<file path="src/rtl/dma_channel_params.svh">
// Constants of the paired full address channel: offsets, fields, resets.
// Assumes a word-indexed register port with a 4-bit address.
//
// How it works
// - Normal mode: count A counts transfers down, ends at zero.
// - Normal mode: count B is ignored for counting.
// - Block mode: upper byte of count A counts the block, reloads from lower.
// - Block mode: count B counts finished blocks, ends at zero.
// - Reset and standby leave both count registers untouched.
// - Full address mode when control A bits 2 and 1 are both one.
// - Full address mode ignores the peripheral address register.
// - Reset and standby clear both control registers.
// - Channel runs with both enables set; auto-request starts at once.
// - Channel enable clears itself at the end; no requests while clear.
// - End interrupt raised on enable clear when control A bit 3 set.
// - Control A bit 6 picks byte or word units.
// - Control A bits 5 and 4 step the source address.
// - Control B bits 5 and 4 step the destination address.
// - Control A bit 0 picks normal or block transfer mode.
// - Interrupt event clears master enable; setting it again resumes.
// - Control B bit 6 stores and returns written values.
// - Control B bit 3 picks which side is the block area.
// - Normal activation codes: burst, cycle-steal, falling edge, low level.
// - Cycle-steal releases the bus after each unit; burst keeps it.
`ifndef DMA_CHANNEL_PARAMS_SVH
`define DMA_CHANNEL_PARAMS_SVH

`define OFS_SOURCE      4'h0
`define OFS_DEST        4'h1
`define OFS_PERIPH      4'h2
`define OFS_COUNT_A     4'h3
`define OFS_COUNT_B     4'h4
`define OFS_CONTROL_A   4'h5
`define OFS_CONTROL_B   4'h6
`define OFS_STATUS      4'h7

`define CONTROL_RESET   8'h00
`define ADDR_UPPER_READ 8'hff

`define BIT_ENABLE      7
`define BIT_UNIT        6
`define BIT_DIR         5
`define BIT_STEP        4
`define BIT_INT_EN      3
`define BIT_AREA        3
`define BIT_MODE_HI     2
`define BIT_MODE_LO     1
`define BIT_BLOCK       0

`define ACT_BURST       3'h0
`define ACT_STEAL       3'h2
`define ACT_EDGE        3'h6
`define ACT_LEVEL       3'h7

`endif

</file>
<file path="src/rtl/dma_channel_pkg.sv">
// Types shared by the channel controller.
// Assumes the constants header is compiled alongside.
package dma_channel_pkg;

	typedef enum logic [3:0] {
		st_idle    = 4'b0001,
		st_wait    = 4'b0010,
		st_move    = 4'b0100,
		st_release = 4'b1000
	} state_type;

endpackage : dma_channel_pkg

</file>
<file path="src/rtl/dma_full_address_channel_ctrl.sv">
// Control and counting logic of one paired channel in full address mode.
// Assumes a bus agent that moves one unit per cycle of xfer_req and answers
// with a one-cycle xfer_ack; nmi_event and itu_trigger are same-clock pulses.
`timescale 1ns/1ps
`include "dma_channel_params.svh"

module dma_full_address_channel_ctrl (
	input  wire logic        ref_clk,
	input  wire logic        resetn,
	input  wire logic [3:0]  reg_addr,
	input  wire logic [31:0] reg_wdata,
	input  wire logic        reg_write,
	input  wire logic        reg_read,
	output logic      [31:0] reg_rdata,
	input  wire logic        nmi_event,
	input  wire logic        standby,
	input  wire logic        external_request_input,
	input  wire logic [3:0]  itu_trigger,
	input  wire logic        xfer_ack,
	output logic             xfer_req,
	output logic             xfer_word,
	output logic      [23:0] src_addr,
	output logic      [23:0] dst_addr,
	output logic             transfer_end_interrupt,
	output logic             channel_active
);

	// ==========================================================
	// State
	// ==========================================================
	dma_channel_pkg::state_type state_reg, state_next;
	logic [23:0] src_reg, src_next;
	logic [23:0] dst_reg, dst_next;
	logic [23:0] periph_reg, periph_next;
	logic [23:0] base_reg, base_next;
	logic [15:0] cnt_a_reg, cnt_a_next;
	logic [15:0] cnt_b_reg, cnt_b_next;
	logic [7:0]  ctl_a_reg, ctl_a_next;
	logic [7:0]  ctl_b_reg, ctl_b_next;
	logic        arm_a_reg, arm_a_next;
	logic        arm_b_reg, arm_b_next;
	logic        end_reg, end_next;
	logic        pend_reg, pend_next;
	logic        inblk_reg, inblk_next;
	logic [31:0] rdata_reg, rdata_next;
	logic        sync1_reg, sync2_reg, prev_reg;

	// ==========================================================
	// Decode
	// ==========================================================
	logic        full_mode;
	logic        block_mode;
	logic        enabled;
	logic [2:0]  act;
	logic        fall;
	logic        ev;
	logic        auto_req;
	logic        steal;
	logic        go;
	logic [23:0] step;
	logic [15:0] cnt_a_dec;
	logic [15:0] cnt_b_dec;
	logic [7:0]  blk_dec;
	logic [23:0] src_step;
	logic [23:0] dst_step;

	assign full_mode = ctl_a_reg[`BIT_MODE_HI] & ctl_a_reg[`BIT_MODE_LO];
	assign block_mode = ctl_a_reg[`BIT_BLOCK];
	assign enabled = full_mode & ctl_a_reg[`BIT_ENABLE]
		& ctl_b_reg[`BIT_ENABLE];
	assign act = ctl_b_reg[2:0];
	// The request pin is read only after two flip-flops.
	assign fall = prev_reg & ~sync2_reg;
	assign step = ctl_a_reg[`BIT_UNIT] ? 24'h000002 : 24'h000001;
	assign cnt_a_dec = cnt_a_reg - 16'h0001;
	assign cnt_b_dec = cnt_b_reg - 16'h0001;
	assign blk_dec = cnt_a_reg[15:8] - 8'h01;

	// Unusable codes start nothing, so a bad setup just leaves the
	// channel waiting instead of moving data unasked.
	always_comb
	begin
		auto_req = 1'b0;
		steal = 1'b0;
		ev = 1'b0;
		if (!block_mode)
		begin
			case (act)
				`ACT_BURST: auto_req = 1'b1;
				`ACT_STEAL:
				begin
					auto_req = 1'b1;
					steal = 1'b1;
				end
				`ACT_EDGE:  ev = fall;
				default:    ev = 1'b0;
			endcase
		end
		else if (!act[2])
			ev = itu_trigger[act[1:0]];
		else if (act == `ACT_EDGE)
			ev = fall;
	end

	assign go = auto_req | inblk_reg | pend_reg
		| (!block_mode && act == `ACT_LEVEL && !sync2_reg);

	always_comb
	begin
		src_step = src_reg;
		dst_step = dst_reg;
		if (ctl_a_reg[`BIT_STEP])
			src_step = ctl_a_reg[`BIT_DIR] ? src_reg - step : src_reg + step;
		if (ctl_b_reg[`BIT_STEP])
			dst_step = ctl_b_reg[`BIT_DIR] ? dst_reg - step : dst_reg + step;
	end

	// ==========================================================
	// Next state
	// ==========================================================
	always_comb
	begin
		state_next = state_reg;
		src_next = src_reg;
		dst_next = dst_reg;
		periph_next = periph_reg;
		base_next = base_reg;
		cnt_a_next = cnt_a_reg;
		cnt_b_next = cnt_b_reg;
		ctl_a_next = ctl_a_reg;
		ctl_b_next = ctl_b_reg;
		arm_a_next = arm_a_reg;
		arm_b_next = arm_b_reg;
		end_next = end_reg;
		pend_next = pend_reg;
		inblk_next = inblk_reg;
		rdata_next = 32'h00000000;

		// Register writes come first so the engine below overrides them.
		if (reg_write)
		begin
			case (reg_addr)
				`OFS_SOURCE:  src_next = reg_wdata[23:0];
				`OFS_DEST:    dst_next = reg_wdata[23:0];
				`OFS_PERIPH:  periph_next = reg_wdata[23:0];
				`OFS_COUNT_A: cnt_a_next = reg_wdata[15:0];
				`OFS_COUNT_B: cnt_b_next = reg_wdata[15:0];
				`OFS_CONTROL_A:
				begin
					ctl_a_next = reg_wdata[7:0];
					ctl_a_next[`BIT_ENABLE] = reg_wdata[`BIT_ENABLE]
						& (ctl_a_reg[`BIT_ENABLE] | arm_a_reg);
					arm_a_next = 1'b0;
					end_next = 1'b0;
				end
				`OFS_CONTROL_B:
				begin
					ctl_b_next = reg_wdata[7:0];
					ctl_b_next[`BIT_ENABLE] = reg_wdata[`BIT_ENABLE]
						& (ctl_b_reg[`BIT_ENABLE] | arm_b_reg);
					arm_b_next = 1'b0;
				end
				default: ;
			endcase
		end

		if (reg_read)
		begin
			case (reg_addr)
				`OFS_SOURCE:  rdata_next = {`ADDR_UPPER_READ, src_reg};
				`OFS_DEST:    rdata_next = {`ADDR_UPPER_READ, dst_reg};
				`OFS_PERIPH:  rdata_next = {8'h00, periph_reg};
				`OFS_COUNT_A: rdata_next = {16'h0000, cnt_a_reg};
				`OFS_COUNT_B: rdata_next = {16'h0000, cnt_b_reg};
				`OFS_CONTROL_A:
				begin
					rdata_next = {24'h000000, ctl_a_reg};
					if (!ctl_a_reg[`BIT_ENABLE])
						arm_a_next = 1'b1;
				end
				`OFS_CONTROL_B:
				begin
					rdata_next = {24'h000000, ctl_b_reg};
					if (!ctl_b_reg[`BIT_ENABLE])
						arm_b_next = 1'b1;
				end
				`OFS_STATUS:
					rdata_next = {24'h000000, state_reg, inblk_reg,
						pend_reg, enabled, end_reg};
				default: rdata_next = 32'h00000000;
			endcase
		end

		// A request seen while the enable is clear is dropped.
		if (ev && ctl_a_reg[`BIT_ENABLE])
			pend_next = 1'b1;
		else if (!ctl_a_reg[`BIT_ENABLE])
			pend_next = 1'b0;

		case (state_reg)
			dma_channel_pkg::st_idle:
			begin
				inblk_next = 1'b0;
				if (enabled)
					state_next = dma_channel_pkg::st_wait;
			end
			dma_channel_pkg::st_wait:
			begin
				if (!enabled)
					state_next = dma_channel_pkg::st_wait;
				else if (go)
				begin
					state_next = dma_channel_pkg::st_move;
					if (!inblk_reg)
					begin
						pend_next = ev;
						inblk_next = block_mode;
						base_next = ctl_b_reg[`BIT_AREA] ? src_reg : dst_reg;
					end
				end
				if (!ctl_a_reg[`BIT_ENABLE])
					state_next = dma_channel_pkg::st_idle;
			end
			dma_channel_pkg::st_move:
			begin
				// A unit in flight always finishes before a suspension.
				if (xfer_ack)
				begin
					src_next = src_step;
					dst_next = dst_step;
					state_next = dma_channel_pkg::st_wait;
					if (!block_mode)
					begin
						cnt_a_next = cnt_a_dec;
						if (cnt_a_dec == 16'h0000)
						begin
							ctl_a_next[`BIT_ENABLE] = 1'b0;
							end_next = 1'b1;
							state_next = dma_channel_pkg::st_idle;
						end
						else if (steal)
							state_next = dma_channel_pkg::st_release;
						else if (auto_req && enabled)
							state_next = dma_channel_pkg::st_move;
					end
					else if (blk_dec == 8'h00)
					begin
						cnt_a_next = {cnt_a_reg[7:0], cnt_a_reg[7:0]};
						cnt_b_next = cnt_b_dec;
						inblk_next = 1'b0;
						if (ctl_b_reg[`BIT_AREA])
							src_next = base_reg;
						else
							dst_next = base_reg;
						if (cnt_b_dec == 16'h0000)
						begin
							ctl_a_next[`BIT_ENABLE] = 1'b0;
							end_next = 1'b1;
							state_next = dma_channel_pkg::st_idle;
						end
					end
					else
					begin
						cnt_a_next = {blk_dec, cnt_a_reg[7:0]};
						if (enabled)
							state_next = dma_channel_pkg::st_move;
					end
				end
			end
			dma_channel_pkg::st_release:
				state_next = dma_channel_pkg::st_wait;
			default: state_next = dma_channel_pkg::st_idle;
		endcase

		// The interrupt event beats a software write of the master enable.
		if (nmi_event)
			ctl_b_next[`BIT_ENABLE] = 1'b0;

		// Standby leaves the count registers as they are.
		if (standby)
		begin
			ctl_a_next = `CONTROL_RESET;
			ctl_b_next = `CONTROL_RESET;
			arm_a_next = 1'b0;
			arm_b_next = 1'b0;
			pend_next = 1'b0;
			inblk_next = 1'b0;
			state_next = dma_channel_pkg::st_idle;
		end
	end

	// ==========================================================
	// Registers
	// ==========================================================
	// Counts and addresses have no reset: they keep their value.
	always_ff @(posedge ref_clk)
	begin
		src_reg <= src_next;
		dst_reg <= dst_next;
		periph_reg <= periph_next;
		base_reg <= base_next;
		cnt_a_reg <= cnt_a_next;
		cnt_b_reg <= cnt_b_next;
	end

	always_ff @(posedge ref_clk or negedge resetn)
	begin
		if (!resetn)
		begin
			state_reg <= dma_channel_pkg::st_idle;
			ctl_a_reg <= `CONTROL_RESET;
			ctl_b_reg <= `CONTROL_RESET;
			arm_a_reg <= 1'b0;
			arm_b_reg <= 1'b0;
			end_reg <= 1'b0;
			pend_reg <= 1'b0;
			inblk_reg <= 1'b0;
			rdata_reg <= 32'h00000000;
			sync1_reg <= 1'b1;
			sync2_reg <= 1'b1;
			prev_reg <= 1'b1;
		end
		else
		begin
			state_reg <= state_next;
			ctl_a_reg <= ctl_a_next;
			ctl_b_reg <= ctl_b_next;
			arm_a_reg <= arm_a_next;
			arm_b_reg <= arm_b_next;
			end_reg <= end_next;
			pend_reg <= pend_next;
			inblk_reg <= inblk_next;
			rdata_reg <= rdata_next;
			sync1_reg <= external_request_input;
			sync2_reg <= sync1_reg;
			prev_reg <= sync2_reg;
		end
	end

	// ==========================================================
	// Outputs
	// ==========================================================
	assign reg_rdata = rdata_reg;
	assign xfer_req = (state_reg == dma_channel_pkg::st_move);
	assign xfer_word = ctl_a_reg[`BIT_UNIT];
	assign src_addr = src_reg;
	assign dst_addr = dst_reg;
	assign transfer_end_interrupt = end_reg & ctl_a_reg[`BIT_INT_EN];
	assign channel_active = enabled;

endmodule : dma_full_address_channel_ctrl

</file>
<file path="config.mk">
export PLATFORM = sky130hd
export DESIGN_NAME = dma_full_address_channel_ctrl
export DESIGN_NICKNAME = d
export VERILOG_FILES = /design/src/rtl/dma_channel_pkg.sv /design/src/rtl/dma_full_address_channel_ctrl.sv
export VERILOG_INCLUDE_DIRS = /design/src /design/src/rtl
export SDC_FILE = /design/constraint.sdc
export NUM_CORES = 1
export LEC_CHECK = 0
export ABC_AREA = 1
export ABC_CLOCK_PERIOD_IN_PS = 5900
export BUFFER_PORTS_ARGS = -buffer_cell sky130_fd_sc_hd__buf_2
export CORE_ASPECT_RATIO = 0.5
export CORE_MARGIN = 1.5
export CORE_UTILIZATION = 50
export CTS_CLUSTER_DIAMETER = 30
export DETAILED_ROUTE_END_ITERATION = 8
export HOLD_SLACK_MARGIN = 0.15
export PLACE_DENSITY_LB_ADDON = 0.12
export SKIP_LAST_GASP = 1
export SYNTH_ARGS = -nofsm -noshare
export SYNTH_HDL_FRONTEND = slang
export SYNTH_SLANG_ARGS = --single-unit
</file>
<file path="constraint.sdc">
create_clock -name ref_clk -period 5.9 [get_ports ref_clk]
set_clock_uncertainty 0.05 [all_clocks]
set_input_delay 0.295 -clock ref_clk [delete_from_list [all_inputs] [get_ports ref_clk]]
set_output_delay 0.295 -clock ref_clk [all_outputs]
set_load 0.03 [all_outputs]
</file>
==> metrics <==
Post-DRT Antenna Nets 0; CTS buffer count 17; overflow left after global routing 0; Yosys warnings 0; TritonCTS clock tree built; number of nets at the end of the flow between 2000 and 2500; number of levels the H-tree was split into 4; clock latency of the later-clocked register in the worst-skew pair ~460 ps; flip-flop count of the largest register after layout 25; worst relative slew slack 0.266; number of diodes added for antenna fixing 0; Crit path max-delay family flip-flops; remaining design rule violation count 0; worst path buffer plus inverter count 3; fin util 0.577; final-report hold violation count 0; final wirelength 46700 um; simple-gate share of the synthesized area 0.270; top-level I/O count between 100 and 150; floorplan row count ~40; startpoint of the worst setup timing path ctl_b_reg[5]; arrival time at the worst endpoint approximately 3800 ps; routed length per placed instance between 15 and 20 um; HP Start reg_wdata[1]; gp weighted congestion 1.00; Die Span Y between 100 and 150 um; compound-cell area share of the yosys netlist 0.219; Port Buf Inserts 123; final setup vio count 0; GRT Resource Usage Total 0.346; met1 routed wirelength after detailed routing just over 20000 um; max cap viols 0; RSZ-0062 raised after global routing false; combinational family with the most area after synthesis simple AND/OR/NAND/NOR gates; flops & latches, synth 181; crit path cell chain inv_1, nor2_1, inv_1, fa_1, nor3_1, nor2_1, o21ai_0, a21oi_1, inv_1, nand2_1, nand3_1, nand2_1, nand2_1, a21oi_1; cts repair resizes 0; number of buffers on the longest clock path 2; largest stage delay on the critical path 1000 ps; slowest stage cell, crit path sky130_fd_sc_hd__dfrtp_1; final worst path period need roughly 3500 ps; post-synthesis share of cell area spent on xor and xnor gates 0.0182; Seq/Total Area, Yosys 0.344; setup TNS 0 ps; critical path required time 6160 ps; initial core utilization 0.511; First DRT Iteration DRCs 1645; highest achievable clock rate 0.286 GHz; Pins Over Slew Limit 0; Met3 Wirelength about 5100 um; critical-path maximum fanout 24; via count of the first global-routing pass 12200; count of flip-flops with a built-in enable after synthesis between 50 and 60; Worst Tran Pin Value between 1000 and 1500 ps; Max VDD drop ~0.00021 V; Clock Sinks about 180; class of the worst hold path input pin to flip-flop; share of final-layout standard cells stronger than drive strength 1 0.0950; first-pass GRT wire length roughly 70000 um; Crit. End Element flip-flop; multi-input combinational cell area between 0.007 and 0.008 mm^2; leakage around 6.9 nW; proportion of synthesized area in mux cells 0; clock-pin slew on the worst setup and hold paths 80 ps; Placed Cells incl. Taps 2317; arithmetic-cell share of the synthesized area counting full adders, half adders and majority gates 0.0533; post-route worst hold slack ~170 ps; post-synthesis async set-or-reset flop share 0.293; Via density between 5 and 6; distinct cell type count of the synthesized netlist 54; non-filler instance count after layout approximately 2400; most frequently used cell type in the post-synthesis netlist sky130_fd_sc_hd__nand2_1; predominant post-synthesis flop cell sky130_fd_sc_hd__dfxtp_1; Die Span X 231 um; synthesized area divided by synthesized cell count 6.77 um^2; mapped cell area ~0.013 mm^2; Fill cells between 2000 and 3000; area growth from synthesis to layout 12.8%; Synth area leader sky130_fd_sc_hd__nand2_1; root cell of the clock tree sky130_fd_sc_hd__clkbuf_16; post-route total power between 4 and 5 mW; maximum number of pins on one net before global-route repair 68; r2r startpoint ctl_b_reg[5]; status completed; CP Class flip-flop to flip-flop; kind of start point of the critical path flip-flop; drt first pass iters 8; total number of vias around 14000; top layer used by detailed routing met4; detailed-placement wirelength estimate about 34000 um; Die Outline Area ~0.027 mm^2; Floorplan Core Area roughly 0.025 mm^2; total power divided by cell area between 300 and 400 mW/mm^2; number of antenna violations at the first check in global routing 0; cell types with the largest area share after synthesis sky130_fd_sc_hd__nand2_1, sky130_fd_sc_hd__edfxtp_1, sky130_fd_sc_hd__dfxtp_1, sky130_fd_sc_hd__dfrtp_1, sky130_fd_sc_hd__o21ai_0; final cycle utilization of the critical path 0.593; area share of the leading cell type in the synthesized netlist 0.137; met2 wire len a little over 20000 um; most frequent cells after synthesis sky130_fd_sc_hd__nand2_1, sky130_fd_sc_hd__inv_1, sky130_fd_sc_hd__o21ai_0; Mapped Cells around 1900; Synth Net Count between 2000 and 2500; area taken by flip-flops and latches about 0.0045 mm^2
==> per-stage QoR <==
step / cell area [um^2] / worst slack [ps]
after global placement: 13800 / 2590
after global routing: 14600 / 2270
after CTS: 14600 / 2550
after floorplan: 13000 / 2340
after detailed placement: 13800 / 2570
final: 14600 / 2400
==> metal layers <==
metal	vias up	GRT usage
met5	-	0
met3	78	0.0632
met1	6418	0.491
met4	0	0.0993
li1	6682	-
met2	737	0.542
==> cell families after synthesis <==
kind of cell,Yosys count
AO/OA/AOI/OAI,499
XOR/XNOR,27
adder cells (fa/ha/maj),54
buffers and inverters,309
flip-flops,181
AND/OR/NAND/NOR,844
==> power breakdown <==
group	internal, mW	switching [mW]	leakage, nW
combinational	0.497	1.00	4.81
sequential	1.45	0.284	1.83
clock	0.617	0.562	0.301
==> worst register-to-register path, stage by stage (launching register included) <==
cell	delay [ps]
sky130_fd_sc_hd__dfrtp_1	1000
sky130_fd_sc_hd__inv_1	150
sky130_fd_sc_hd__nor2_1	270
sky130_fd_sc_hd__inv_1	100
sky130_fd_sc_hd__fa_1	440
sky130_fd_sc_hd__nor3_1	210
sky130_fd_sc_hd__nor2_1	100
sky130_fd_sc_hd__o21ai_0	490
sky130_fd_sc_hd__a21oi_1	190
sky130_fd_sc_hd__inv_1	90
sky130_fd_sc_hd__nand2_1	50
sky130_fd_sc_hd__nand3_1	60
sky130_fd_sc_hd__nand2_1	50
sky130_fd_sc_hd__nand2_1	50
sky130_fd_sc_hd__a21oi_1	50
==> area by class of cell <==
type / instances / area share
Clock buffer: 20 / 0.0335
Clock inverter: 12 / 0.00719
Sequential cell: 181 / 0.305
Timing Repair Buffer: 163 / 0.0673
Inverter: 232 / 0.0596
Tap cell: 344 / 0.0294
Multi-Input combinational cell: 1424 / 0.498
==> layout by cell type, fill, tap and decap left out, types with 10 or more instances in the layout <==
cell | synthesis | routed
sky130_fd_sc_hd__a211oi_1 | 22 | 22
sky130_fd_sc_hd__nor3_1 | 22 | 22
sky130_fd_sc_hd__buf_2 | 5 | 123
sky130_fd_sc_hd__o21ai_0 | 198 | 198
sky130_fd_sc_hd__ha_1 | 52 | 52
sky130_fd_sc_hd__nand4_1 | 17 | 17
sky130_fd_sc_hd__o211ai_1 | 22 | 22
sky130_fd_sc_hd__o22ai_1 | 19 | 19
sky130_fd_sc_hd__a31oi_1 | 10 | 10
sky130_fd_sc_hd__dfxtp_1 | 72 | 72
sky130_fd_sc_hd__dlygate4sd3_1 | 0 | 27
sky130_fd_sc_hd__dfrtp_1 | 49 | 49
sky130_fd_sc_hd__nand2_1 | 472 | 472
sky130_fd_sc_hd__clkbuf_16 | 0 | 19
sky130_fd_sc_hd__nand3_1 | 120 | 120
sky130_fd_sc_hd__nor2_1 | 183 | 182
sky130_fd_sc_hd__buf_4 | 8 | 13
sky130_fd_sc_hd__edfxtp_1 | 56 | 56
sky130_fd_sc_hd__inv_1 | 222 | 222
sky130_fd_sc_hd__xor2_1 | 12 | 12
sky130_fd_sc_hd__a21oi_1 | 162 | 162
sky130_fd_sc_hd__xnor2_1 | 15 | 15
sky130_fd_sc_hd__a221oi_1 | 18 | 18
==> what timing repair did <==
action	CTS	global route
setup buffers	0	0
hold endpoints to repair	84	1
hold buffers	26	1
==> final timing paths <==
check                                     end  slack (ps)  depth (start not counted)
worst min-delay path            periph_reg[1]         170                          1
worst max-delay path             dst_addr[18]        2400                         14
worst min register to register       prev_reg         320                          0
max in group asynchronous       reg_rdata[19]        4780                          3
worst max register to register   dst_addr[18]        2400                         14
min in group asynchronous        state_reg[2]         490                          3
Note: power is estimated with default switching activity, not from simulation.
